**src/design/lamp_pkg.sv**
```systemverilog
package lamp_pkg;

   // Timing figures
   localparam int unsigned CLK_HZ          = 10_000_000;
   localparam int unsigned SELFTEST_MIN_MS = 2000;
   localparam int unsigned SELFTEST_MAX_MS = 5000;
   localparam int unsigned FLASH_HALF_MS   = 250;
   localparam int unsigned FLASH_COUNT     = 3;
   localparam int unsigned SELFTEST_MIN_CYC = (SELFTEST_MIN_MS * (CLK_HZ / 1000));
   localparam int unsigned FLASH_HALF_CYC   = (FLASH_HALF_MS * (CLK_HZ / 1000));

   // Card-state lamp sequencing
   typedef enum logic [2:0]
   {
      ST_TESTING  = 3'h0,
      ST_FLASH_ON = 3'h1,
      ST_FLASH_OFF= 3'h2,
      ST_PASSED   = 3'h3,
      ST_FAILED   = 3'h4,
      ST_ACTIVE   = 3'h5
   } card_state_t;

   // Receive-side alarm inputs
   typedef struct packed
   {
      logic loss_of_signal;
      logic bit_error_over;
      logic slip_over;
   } rx_alarm_t;

   // Operator terminal settings
   typedef struct packed
   {
      logic auto_release;
      logic alarm_ack;
      logic tests_running;
      logic alarms_disabled;
   } operator_menu_t;

endpackage

```
**src/design/t1_card_alarm_led_control.sv**
```systemverilog
`timescale 1ns/10ps
`default_nettype none
module t1_card_alarm_led_control
   import lamp_pkg::*;
#(
   parameter int unsigned SELFTEST_MIN = SELFTEST_MIN_CYC,
   parameter int unsigned FLASH_HALF   = FLASH_HALF_CYC
)
(
   input  wire logic           ref_clk,
   input  wire logic           rst_n,
   input  wire logic           selftest_done,
   input  wire logic           selftest_pass,
   input  wire logic           slot_a_enabled,
   input  wire logic           slot_b_enabled,
   input  wire rx_alarm_t      rx_alarm,
   input  wire logic           yellow_rx,
   input  wire operator_menu_t operator_terminal_menu,
   output logic                card_state_lamp,
   output logic                near_end_alarm_lamp,
   output logic                far_end_alarm_lamp,
   output logic                test_activity_lamp,
   output logic                yellow_tx
);

   logic        rst_meta_reg;
   logic        rst_sync_reg;
   card_state_t state_reg;
   card_state_t state_next;
   logic [31:0] timer_reg;
   logic [1:0]  flashes_reg;
   logic        near_alarm;
   logic        latch_reg;
   logic        any_slot;
   logic        alarm_clear;
   logic        test_activity_lamp_request;

   ////////////////////////////////////////////////////////////////////////
   // Behaviour notes
   //
   // Reset
   // - Pin reset asserts at once
   // - Release passes through two flops
   // - Logic leaves reset on the second edge after release
   // - Card-state lamp lit during reset
   // - All other lamps dark during reset
   // - Yellow toward the far end idle during reset
   //
   // Card-state lamp sequencing
   // - Lit steadily while the self-test runs
   // - Test result ignored before the minimum hold time
   // - Upper bound of the test time left to the test source
   // - Pass: dark half period, lit half period, three times
   // - After the third flash: steady lit until a slot enables
   // - Fail: lit until the next reset
   // - Slots ignored after a failed test
   // - Slot changes ignored until the flash sequence ends
   // - Either slot enabled: dark on the next cycle
   // - Second slot enabling: no visible change
   // - One slot disabling: still dark
   // - Both slots disabled: lit again on the next cycle
   //
   // Sequencer states
   // - Testing: waiting for the result and the hold time
   // - Flash dark: gap of one flash
   // - Flash lit: lit half of one flash
   // - Passed: tested, not yet enabled, lamp lit
   // - Active: enabled by software, lamp dark
   // - Failed: terminal until reset
   //
   // Near-end alarm lamp
   // - Any receive condition lights it on the next cycle
   // - Self-clear on: follows the condition
   // - Self-clear off: held until acknowledged
   // - Acknowledge may be a one-cycle pulse
   // - New condition beats a same-cycle acknowledge
   // - Held lamp does not hold the carrier out of service
   //
   // Far-end signalling
   // - Yellow sent while the raw condition stands
   // - Never driven from the held lamp
   // - Stops the cycle after the condition ends
   //
   // Other lamps
   // - Far-end lamp mirrors the received yellow, one cycle late
   // - Missing yellow from the far end simply leaves it dark
   // - Test activity lamp lit for running tests
   // - Test activity lamp lit for disabled alarms
   // - Dark once neither setting remains
   //
   // Timing
   // - All inputs except rst_n taken as synchronous levels
   // - Every lamp is a flop, no glitches at the pins
   // - Phase timer restarts on each state change
   // - Phase timer saturates instead of wrapping
   // - Flash half period is a parameter
   // - Default half period a quarter second, clearly visible
   //
   // Limitations
   // - No filtering of short receive conditions
   // - No lamp test mode
   // - A stuck test source leaves the lamp lit forever
   ////////////////////////////////////////////////////////////////////////

   ////////////////////////////////////////////////////////////////////////
   // Helper functions

   // True on the last cycle of a phase of the given length
   function automatic logic phase_done
   (
      input logic [31:0] elapsed,
      input int unsigned length
   );
      phase_done = (elapsed >= 32'(length - 1));
   endfunction

   // Card-state lamp level for a sequencer state
   function automatic logic card_lamp_for
   (
      input card_state_t state
   );
      card_lamp_for = (state != ST_FLASH_OFF) && (state != ST_ACTIVE);
   endfunction

   // Near-end lamp level from raw condition and held alarm
   function automatic logic near_lamp_for
   (
      input logic alarm,
      input logic held,
      input logic clear
   );
      near_lamp_for = alarm | (held & ~clear);
   endfunction

   ////////////////////////////////////////////////////////////////////////
   // Reset release synchroniser
   always_ff @(posedge ref_clk or negedge rst_n)
   begin
      if (!rst_n)
      begin
         rst_meta_reg <= 1'b0;
         rst_sync_reg <= 1'b0;
      end
      else
      begin
         rst_meta_reg <= 1'b1;
         rst_sync_reg <= rst_meta_reg;
      end
   end

   ////////////////////////////////////////////////////////////////////////
   // Card-state sequencer
   assign any_slot = slot_a_enabled | slot_b_enabled;

   always_comb
   begin
      state_next = state_reg;
      case (state_reg)
         ST_TESTING:
         begin
            // Hold lit at least the minimum self-test time
            if (selftest_done && phase_done(timer_reg, SELFTEST_MIN))
               state_next = selftest_pass ? ST_FLASH_OFF : ST_FAILED;
         end
         ST_FLASH_OFF:
         begin
            // Dark half of one flash
            if (phase_done(timer_reg, FLASH_HALF))
               state_next = ST_FLASH_ON;
         end
         ST_FLASH_ON:
         begin
            // Lit half of one flash, last one ends the sequence
            if (phase_done(timer_reg, FLASH_HALF))
               state_next = (flashes_reg == 2'(FLASH_COUNT - 1)) ? ST_PASSED : ST_FLASH_OFF;
         end
         ST_PASSED:
         begin
            if (any_slot)
               state_next = ST_ACTIVE;
         end
         ST_ACTIVE:
         begin
            if (!any_slot)
               state_next = ST_PASSED;
         end
         ST_FAILED:
            state_next = ST_FAILED;
         default:
            state_next = ST_TESTING;
      endcase
   end

   // State register
   always_ff @(posedge ref_clk or negedge rst_sync_reg)
   begin
      if (!rst_sync_reg)
         state_reg <= ST_TESTING;
      else
         state_reg <= state_next;
   end

   // Phase timer, restarts on every state change
   always_ff @(posedge ref_clk or negedge rst_sync_reg)
   begin
      if (!rst_sync_reg)
         timer_reg <= 32'h0000_0000;
      else if (state_next != state_reg)
         timer_reg <= 32'h0000_0000;
      else if (timer_reg != 32'hffff_ffff)
         timer_reg <= timer_reg + 32'h0000_0001;
   end

   // Flash counter
   always_ff @(posedge ref_clk or negedge rst_sync_reg)
   begin
      if (!rst_sync_reg)
         flashes_reg <= 2'h0;
      else if (state_reg == ST_TESTING)
         flashes_reg <= 2'h0;
      else if (state_reg == ST_FLASH_ON && state_next == ST_FLASH_OFF)
         flashes_reg <= flashes_reg + 2'h1;
   end

   // Card-state lamp: lit except in flash gaps and the active state
   always_ff @(posedge ref_clk or negedge rst_sync_reg)
   begin
      if (!rst_sync_reg)
         card_state_lamp <= 1'b1;
      else
         card_state_lamp <= card_lamp_for(state_next);
   end

   ////////////////////////////////////////////////////////////////////////
   // Near-end alarm detection and latch
   assign near_alarm = rx_alarm.loss_of_signal | rx_alarm.bit_error_over
                     | rx_alarm.slip_over;

   // Self-clear or acknowledge releases the held alarm
   assign alarm_clear = operator_terminal_menu.auto_release | operator_terminal_menu.alarm_ack;

   always_ff @(posedge ref_clk or negedge rst_sync_reg)
   begin
      if (!rst_sync_reg)
         latch_reg <= 1'b0;
      else if (near_alarm)
         latch_reg <= 1'b1;   // Set wins over acknowledge
      else if (alarm_clear)
         latch_reg <= 1'b0;
   end

   // Near-end lamp, clears in the same cycle as the release
   always_ff @(posedge ref_clk or negedge rst_sync_reg)
   begin
      if (!rst_sync_reg)
         near_end_alarm_lamp <= 1'b0;
      else
         near_end_alarm_lamp <= near_lamp_for(near_alarm, latch_reg, alarm_clear);
   end

   // Yellow toward the far end from the raw condition
   always_ff @(posedge ref_clk or negedge rst_sync_reg)
   begin
      if (!rst_sync_reg)
         yellow_tx <= 1'b0;
      else
         yellow_tx <= near_alarm;
   end

   // Far-end lamp follows the received yellow
   always_ff @(posedge ref_clk or negedge rst_sync_reg)
   begin
      if (!rst_sync_reg)
         far_end_alarm_lamp <= 1'b0;
      else
         far_end_alarm_lamp <= yellow_rx;
   end

   ////////////////////////////////////////////////////////////////////////
   // Test activity lamp
   assign test_activity_lamp_request = operator_terminal_menu.tests_running
                        | operator_terminal_menu.alarms_disabled;

   always_ff @(posedge ref_clk or negedge rst_sync_reg)
   begin
      if (!rst_sync_reg)
         test_activity_lamp <= 1'b0;
      else
         test_activity_lamp <= test_activity_lamp_request;
   end

endmodule
`default_nettype wire

```
**config.mk**
```make
export PLATFORM = sky130hd
export DESIGN_NAME = t1_card_alarm_led_control
export DESIGN_NICKNAME = d
export VERILOG_FILES = /design/src/design/lamp_pkg.sv /design/src/design/t1_card_alarm_led_control.sv
export SDC_FILE = /design/constraint.sdc
export NUM_CORES = 1
export LEC_CHECK = 0
export ABC_AREA = 1
export BUFFER_PORTS_ARGS = -buffer_cell sky130_fd_sc_hd__clkbuf_2
export CAP_MARGIN = 30
export CELL_PAD_IN_SITES_DETAIL_PLACEMENT = 2
export CELL_PAD_IN_SITES_GLOBAL_PLACEMENT = 2
export CORE_ASPECT_RATIO = 1.5
export CORE_UTILIZATION = 39
export CTS_CLUSTER_SIZE = 24
export DETAILED_ROUTE_END_ITERATION = 6
export GPL_ROUTABILITY_DRIVEN = 0
export HOLD_SLACK_MARGIN = 0.12
export PLACE_DENSITY = 0.9
export SKIP_CTS_REPAIR_TIMING = 1
export SLEW_MARGIN = 20
export SYNTH_ARGS = -nofsm -noshare
export SYNTH_HDL_FRONTEND = slang
export SYNTH_SLANG_ARGS = --single-unit
```
**constraint.sdc**
```tcl
create_clock -name ref_clk -period 3.26 [get_ports ref_clk]
set_clock_uncertainty 0.2 [all_clocks]
set_input_delay 0.652 -clock ref_clk [delete_from_list [all_inputs] [get_ports ref_clk]]
set_output_delay 0.652 -clock ref_clk [all_outputs]
set_load 0.03 [all_outputs]
```
======== Word-level counts from Yosys, hierarchy flattened ========
Cells that the tools add are included.
word-level totals
  bits in registers ....................... 45
  input bits .............................. 14
  output and inout port bits .............. 5
cells by class
  reductions and logical operators ........ 7
  add/subtract/negate cells ............... 2
  bitwise gates (word level) .............. 8
  order comparisons ....................... 2
  multiplexer cells ....................... 14
  eq/ne operators ......................... 11
operators by type and width
  cell                                                                 number
  2-to-1 mux 32 bit                                                    2
  adder 32 x 1 -> 32 bit, second input constant                        1
  greater-or-equal comparator 32 x 22 -> 1 bit, second input constant  1
  greater-or-equal comparator 32 x 25 -> 1 bit, second input constant  1
  != test 32 bit, second input constant                                1
  2-to-1 mux 3 bit                                                     6
  case mux 3 bit (6 select lines)                                      1
  == test 3 x 2 -> 1 bit, second input constant                        3
  == test 3 bit, second input constant                                 2
  OR 1 bit                                                             6
  nonzero test 2 bit                                                   3
  2-to-1 mux 2 bit                                                     2
  == test 3 x 1 -> 1 bit, second input constant                        1
  logical AND 1 bit                                                    3
  zero test 3 bit                                                      1
  2-to-1 mux 1 bit                                                     3
  != test 3 x 2 -> 1 bit, second input constant                        1
  != test 3 bit                                                        1
  != test 3 bit, second input constant                                 1
  adder 2 x 1 -> 2 bit, second input constant                          1
  == test 2 bit, second input constant                                 1
  AND 1 bit                                                            1
  NOT 1 bit                                                            1

======== Longest topological paths before layout ========
Gate-level depths: netlist of run 1.
  depth after elaboration ................. 8
  mapped depth ............................ 17
  depth with buffers taken out ............ 16

======== Worst setup path after synthesis of run 1 ========
Ideal clock, no wire load.
  path kind ............................... register -> register
  start point ............................. register timer_reg[1]
  end point ............................... register timer_reg[4]
  path slack .............................. 1265 ps
  arrival ................................. 1667 ps
  path buffers ............................ 1
  required time ........................... 2932 ps
  stages on the path, launching flop included .. 18
  period minus slack after synthesis ...... 1995 ps
  path through ............................ dfrtp_1 -> ha_1 -> inv_1 -> nor2_2 -> nand2_2 -> clkinv_1 -> nand2_1 -> nand2_1 -> nand2_1 -> nand2_2 -> nand3_2 -> nand2_2 -> nand2_1 -> nand2_1 -> inv_1 -> nand2_4 -> buf_12 -> nor2_4
on the way
  word-level cells in the longest chain between the ends .. 6
RTL lines
  element                                                  line                              source
  from (decl)                                              t1_card_alarm_led_control.sv:30   logic [31:0] timer_reg;
  from (signal assigned)                                   t1_card_alarm_led_control.sv:211  timer_reg <= timer_reg + 32'h0000_0001;
  greater-or-equal comparator 32 x 25 -> 1 bit             t1_card_alarm_led_control.sv:114  phase_done = (elapsed >= 32'(length - 1));
  logical AND 1 bit                                        t1_card_alarm_led_control.sv:162  if (selftest_done && phase_done(timer_reg, SELFTEST_MIN))
  2-to-1 mux 3 bit                                         t1_card_alarm_led_control.sv:162
  case mux 3 bit (6 select lines) *                        t1_card_alarm_led_control.sv:158  case (state_reg)
  named net state_next[2]                                  t1_card_alarm_led_control.sv:29   card_state_t state_next;
  != test 3 bit *                                          t1_card_alarm_led_control.sv:208  else if (state_next != state_reg)
  2-to-1 mux 32 bit or nonzero test 2 bit (tied branches)  -
The timed path passes the listed nets; every way through them passes the cells marked *. The select of a mux whose other input is x is not followed.
A chain may end at the register's enable or synchronous reset.

======== Worst setup path in the final report of run 1 ========
  start point ............................. register timer_reg[1]
  end point ............................... register timer_reg[20]
The elaborated chain is that of the path after synthesis.

==> results of run 1 <==
-- power by group through the flow --
stage               logic (mW)  clock network, mW  registers (mW)
detailed placement      0.0289                  0           0.581
CTS                     0.0299              0.465           0.570
finish                  0.0304              0.449           0.570
global route            0.0334              0.482           0.571
global placement        0.0188                  0           0.585
floorplan              0.00376                  0           0.586
-- path summary, 6_finish.rpt --
path	startpoint	to	slack [ps]	cells after the start
max in group asynchronous	rst_sync_reg$_DFF_PN0_	card_state_lamp$_DFF_PN1_	2130	1
hold reg to reg	rst_sync_reg$_DFF_PN0_	timer_reg[20]$_DFFE_PN0P_	110	0
min in group ref_clk	rst_meta_reg$_DFF_PN0_	rst_sync_reg$_DFF_PN0_	170	0
setup / recovery	timer_reg[1]$_DFFE_PN0P_	timer_reg[20]$_DFFE_PN0P_	580	14
setup reg to reg	timer_reg[1]$_DFFE_PN0P_	timer_reg[20]$_DFFE_PN0P_	580	14
hold / removal	rst_sync_reg$_DFF_PN0_	timer_reg[20]$_DFFE_PN0P_	110	0
-- logic make-up (layout without fill, tap and decap cells) --
logic type	after synthesis	in the layout
compound gates	13	13
xor+xnor	22	22
fa+ha+maj	2	2
buf+inv	56	78
flops	45	45
mux	1	1
other cells	1	1
simple gates	238	238
-- area by class of cell --
class                      count  area (µm²)  area share
timing repair buffer          20       127.6     0.04017
tap                          100       125.1     0.03939
multi-input combinational    277        1493      0.4699
clock buffer                   5       68.82     0.02166
inverter                      50       187.7     0.05908
sequential                    45        1129      0.3553
clock inverter                 3       46.29     0.01457
-- through the flow --
step / utilization / hold slack, ps
global placement: 0.4185 / 140.1
CTS: 0.4382 / -111.8
finish: 0.4396 / 112.2
detailed placement: 0.4223 / 118.0
global route: 0.4396 / 154.3
floorplan: - / 131.2
-- worst max-delay path, stage by stage (launching register included) --
cell and delay (ps):
dfrtp_1 380, ha_1 270, nand3_1 100, o21ai_0 250, nand2_1 100, nand2_1 130
nand2_2 70, nand2_2 90, nand2_1 70, nand2_2 70, nand3_2 90, nand2_2 80
nand2_2 60, nand2_4 450, nor2_2 100
-- metal layers --
metal | share of wire | wire length [µm] | vias to the layer above | GRT usage
met5 | 0 | 0 | - | 0
met4 | 0.051 | 484 | 0 | 0.1443
met3 | 0.017 | 158 | 33 | 0.04120
met2 | 0.57 | 5377 | 44 | 0.5214
met1 | 0.36 | 3439 | 1324 | 0.2562
li1 | - | - | 1216 | -
-- placed cells by master (no fill, tap or decap), types with 3 or more instances in the layout --
cell and instances:
xnor2_1 4, nor2_2 35, nand3_2 4, a21oi_1 6, nand4_1 12, inv_2 3, nor2_4 3, nand3_1 22
dfrtp_1 43, nor2_1 46, xor2_1 18, clkbuf_2 18, nor3_1 9, o21ai_0 5, nor4_1 3, nand2_2 13
clkbuf_8 5, nand2_1 84, inv_1 46
==> results.tsv, run 1 <==
stage	metric	value	unit
global_routing	largest net degree at the start of global routing	33	
sta	unrepaired setup endpoints after global routing	false	
logic_synthesis	Seq cells post-synth	45	
logic_synthesis	XOR/XNOR Fraction of Synth Area	0.06664	
logic_synthesis	cells after synthesis	378	
final_layout	fin cells	500	
logic_synthesis	warnings from Yosys	0	
detailed_routing	Post-DRT Antenna Nets	0	
logic_synthesis	Post-Syn Area	0.002892	mm²
pwr	Clk pwr share	0.428	
logic_synthesis	Async SR Flop Fraction	1.000	
final_layout	ANT cells	0	
detailed_routing	Initial DRC Count	69	
pwr	Pwr Density	330.4	mW/mm²
critical_path	CP startpoint kind	register	
final_layout	Fill cells	856	
logic_synthesis	Compound-Gate Fraction of Synth Area	0.02423	
final_layout	final instance area	0.003177	mm²
detailed_routing	Routed WL per cell	18.92	µm
pwr	part of the power in registers	0.543	
critical_path	WS Path Type	reg -> reg	
sta	Final Hold Fails	0	
pwr	share of power burned in combinational logic	0.029	
logic_synthesis	top-count cell post-synth	nand2_1	
pwr	total power	1.050	mW
critical_path	WP data arrival	2660	ps
logic_synthesis	Yosys top cell area share	0.3808	
clock_tree	Max H-tree Level	2	
logic_synthesis	mux cell area share after synthesis	0.003894	
sta	Tcrit/Tclk final	0.8213	
sta	Slew Limit Fails	0	
floorplanning	initial core utilization	0.4001	
sta	fin crit period	2677	ps
pwr	internal cell power	0.8039	mW
pwr	Sw Share	0.2340	
sta	highest clock rate	373.5	MHz
final_layout	layout cells sized above 1	0.2350	
sta	Setup TNS	0	ps
clock_tree	clock sink count	45	
final_layout	max FFs per register	32	
placement	Port Buf Inserts	18	
floorplanning	DIE HEIGHT	107.5	µm
sta	Setup WS post-layout	582.7	ps
placement	Post-Place Worst Slack	596.8	ps
logic_synthesis	number of synthesized flops with an enable pin	0	
logic_synthesis	largest area contributor in the netlist	dfrtp_1	
logic_synthesis	Seq/Total Area, Yosys	0.3899	
pwr	Worst VDD drop	292.8	µV
logic_synthesis	post-synthesis simple-gate area fraction	0.4115	
global_routing	Total GRT Usage	0.2666	
floorplanning	Die Area	0.007770	mm²
logic_synthesis	Most used DFF post-synth	dfrtp_1	
pwr	net switching power figure	0.2456	mW
placement	placed inst area	0.003052	mm²
logic_synthesis	synth cell count leaders	nand2_1, inv_1, nor2_1, dfrtp_1, nor2_2	
global_routing	vias in the first global route	3022	
clock_tree	CTS tree	built	
floorplanning	FP Rows	38	
clock_tree	Clock Tree Root	clkbuf_8	
global_routing	total gr overflow	0	
logic_synthesis	syn_area_per_cell	7.650	µm²
outcome	status	complete, no violations	
clock_tree	clk buf depth	2	
clock_tree	clk_lat worst skew	320	ps
global_routing	global-route wire length before repair	15.32	mm
final_layout	Net count, final	415	
logic_synthesis	largest family of logic cells by synthesized area	simple AND/OR/NAND/NOR gates	
min_path	Worst Hold Class	reg -> async	
detailed_routing	final wirelength	9.459	mm
detailed_routing	vias	2617	
global_routing	initial antenna violation count	0	
clock_tree	CTS clk-pin slew, worst paths	90	ps
critical_path	Critical Path End Type	register	
sta	slew margin rel.	0.5554	
sta	final setup violation count	0	
job	max_cap viols	0	
clock_tree	CTS Buf Count	5	
floorplanning	io pins	19	
final_layout	Syn-to-layout area delta	9.866	%
critical_path	required time of the worst setup path	3250	ps
detailed_routing	DRT Pass-1 Iters	4	
placement	dpl cells	491	
critical_path	crit-path max FO	32	
logic_synthesis	Adder-Cell Fraction of Synth Area	0.008654	
logic_synthesis	Net Count, Synth	394	
detailed_routing	DRC viols	0	
placement	DP HPWL	6.717	mm
sta	Worst Max-Slew Pin Slew	666.8	ps
floorplanning	die width	72.31	µm
floorplanning	core box area	0.007227	mm²
detailed_routing	via/cell ratio	5.234	
logic_synthesis	largest cells by area after synthesis	dfrtp_1, nand2_1, nor2_2, inv_1, nor2_1	
pwr	Pleak	1.435	nW
logic_synthesis	Cell variety after synth	34	
Power figures use the tool's default switching activity.
==> run 2, diff against run 1 <==
Settings changed: CORE_UTILIZATION 39 to 32, PLACE_DENSITY 0.9 to 0.79.
Clock period 3.26 ns to 2.2 ns, I/O delays scaled along.
==> results.tsv, run 2 (synthesis gave the netlist of run 1 again) <==
stage	metric	value	unit
detailed_routing	final wirelength	11.09	mm
final_layout	Final Core Density	0.4444	
final_layout	max FFs per register	32	
pwr	Worst VDD drop	335.2	µV
critical_path	r2r worst-path depth	9	
critical_path	CP startpoint kind	register	
global_routing	total gr overflow	0	
global_routing	largest net degree at the start of global routing	27	
min_path	Worst Hold Endpoint	test_activity_lamp$_DFF_PN0_	
sta	Tcrit/Tclk final	1.083	
outcome	status	finished with violations	
clock_tree	clk_lat worst skew	310	ps
outcome	failing checks	negative setup slack	
min_path	Hold Path Depth	2	
min_path	HP Start	operator_terminal_menu[1]	
critical_path	Reg-to-Reg End	timer_reg[17]$_DFFE_PN0P_	
clock_tree	clock sink count	45	
critical_path	critical path's largest stage delay	460	ps
detailed_routing	Routed WL per cell	19.77	µm
clock_tree	CTS clk-pin slew, worst paths	70	ps
sta	Setup TNS	-2312	ps
sta	Final Hold Fails	0	
global_routing	Total GRT Usage	0.2025	
placement	DP HPWL	6.814	mm
final_layout	commonest non-fill, non-tap cell in the layout	nand2_1	
clock_tree	Clock Tree Root	clkbuf_16	
clock_tree	CTS Buf Count	5	
final_layout	Net count, final	466	
floorplanning	FP Rows	42	
pwr	total power	1.717	mW
global_routing	vias in the first global route	3002	
critical_path	FF-to-FF setup slack	-180	ps
final_layout	ANT cells	0	
final_layout	commonest non-fill, non-tap cells in the layout	nand2_1, inv_1, buf_4	
placement	Port Buf Inserts	18	
critical_path	WS Path Type	reg -> reg	
clock_tree	Max H-tree Level	2	
detailed_routing	via/cell ratio	5.102	
sta	Worst Max-Slew Pin Slew	852.0	ps
detailed_routing	DRC viols	0	
floorplanning	die width	79.62	µm
sta	final setup violation count	32	
pwr	Pleak	1.806	nW
critical_path	CP max-delay cell	dfrtp_2	
critical_path	crit-path max FO	8	
floorplanning	io pins	19	
critical_path	WP data arrival	2370	ps
clock_tree	clk buf depth	2	
detailed_routing	Initial DRC Count	71	
detailed_routing	DRT Pass-1 Iters	4	
final_layout	layout cells sized above 1	0.3991	
sta	slew margin rel.	0.4301	
critical_path	Critical Path End Type	register	
sta	Slew Limit Fails	0	
final_layout	Syn-to-layout area delta	34.88	%
min_path	Worst Hold Class	in -> reg	
critical_path	Top Family by Delay on Critical Path	simple AND/OR/NAND/NOR gates	
placement	Post-Place Worst Slack	-97.56	ps
sta	highest clock rate	419.8	MHz
sta	final hold slack	123.2	ps
critical_path	cell breakdown of the critical path	nand2_1 > inv_1 > nand3_1 > nor2_4 > nand4_4 > buf_4 > nand2_1 > xor2_2 > nor2_2	
floorplanning	DIE HEIGHT	118.4	µm
detailed_routing	vias	2862	
critical_path	most used cell, CP	nand2_1	
critical_path	required time of the worst setup path	2190	ps
floorplanning	Die Area	0.009428	mm²
global_routing	global-route wire length before repair	14.51	mm
pwr	Pwr Density	440.2	mW/mm²
sta	Setup WS post-layout	-181.9	ps
floorplanning	core box area	0.008776	mm²
global_routing	initial antenna violation count	0	
detailed_routing	Post-DRT Antenna Nets	0	
job	max_cap viols	0	
floorplanning	initial core utilization	0.3295	
sta	unrepaired setup endpoints after global routing	true	
critical_path	worst flop-to-flop path startpoint	timer_reg[12]$_DFFE_PN0P_	
sta	fin crit period	2382	ps
critical_path	CP bufs+invs	2	
clock_tree	CTS tree	built	
[run 2: cell count changes in the layout (fill, tap and decap cells not counted), moves of 6 or more]
cell       before  now
nand2_2        13   22
dfrtp_1        43   36
nand2_1        84   72
nor2_1         46   40
nor2_4          3   10
buf_4           0   41
dfrtp_2         1    8
clkbuf_16       0    7
[run 2: worst max-delay path by stage]
stage	startpoint	end	slack, ps	cells after the start
floorplan	timer_reg[1]$_DFFE_PN0P_	timer_reg[4]$_DFFE_PN0P_	210	17
global placement	timer_reg[0]$_DFFE_PN0P_	timer_reg[17]$_DFFE_PN0P_	20	10
detailed placement	timer_reg[0]$_DFFE_PN0P_	timer_reg[2]$_DFFE_PN0P_	-100	17
CTS	timer_reg[0]$_DFFE_PN0P_	timer_reg[17]$_DFFE_PN0P_	-210	10
global route	timer_reg[1]$_DFFE_PN0P_	timer_reg[27]$_DFFE_PN0P_	-260	11
finish	timer_reg[12]$_DFFE_PN0P_	timer_reg[17]$_DFFE_PN0P_	-180	9
[run 2: metal layers]
layer | vias to the layer above | global-route usage | wire length [µm]
met5 | - | 0 | 0
met4 | 0 | 0.1000 | 682
met3 | 38 | 0.02625 | 214
met2 | 53 | 0.3900 | 6393
met1 | 1441 | 0.2035 | 3798
li1 | 1330 | - | -
[run 2: worst register-to-register path, cell delays in order, from the launching register on]
cell and delay, ps:
dfrtp_2 460, nand2_1 160, inv_1 90, nand3_1 250
nor2_4 240, nand4_4 180, buf_4 240, nand2_1 210
xor2_2 190, nor2_2 50
[run 2: metrics by stage]
stage,instances,area (µm²)
after floorplan,378,2892
after global placement,534,3342
after detailed placement,534,3342
after CTS,542,3496
after global routing,561,3900
final,561,3900
[run 2: final cells by class]
| cell class | instances | area [µm²] |
|---|---|---|
| fill | 1016 | 4876 |
| multi-input combinational | 277 | 1693 |
| sequential | 45 | 1137 |
| timing repair buffer | 71 | 590.6 |
| inverter | 50 | 187.7 |
| tap | 110 | 137.6 |
| clock buffer | 5 | 125.1 |
| clock inverter | 3 | 28.78 |
[run 2: report_power, final]
group	total (mW)	internal, mW	switching, mW
clock	0.824	0.438	0.386
sequential	0.834	0.832	0.00179
combinational	0.0582	0.0212	0.0369
total	1.72	1.29	0.425
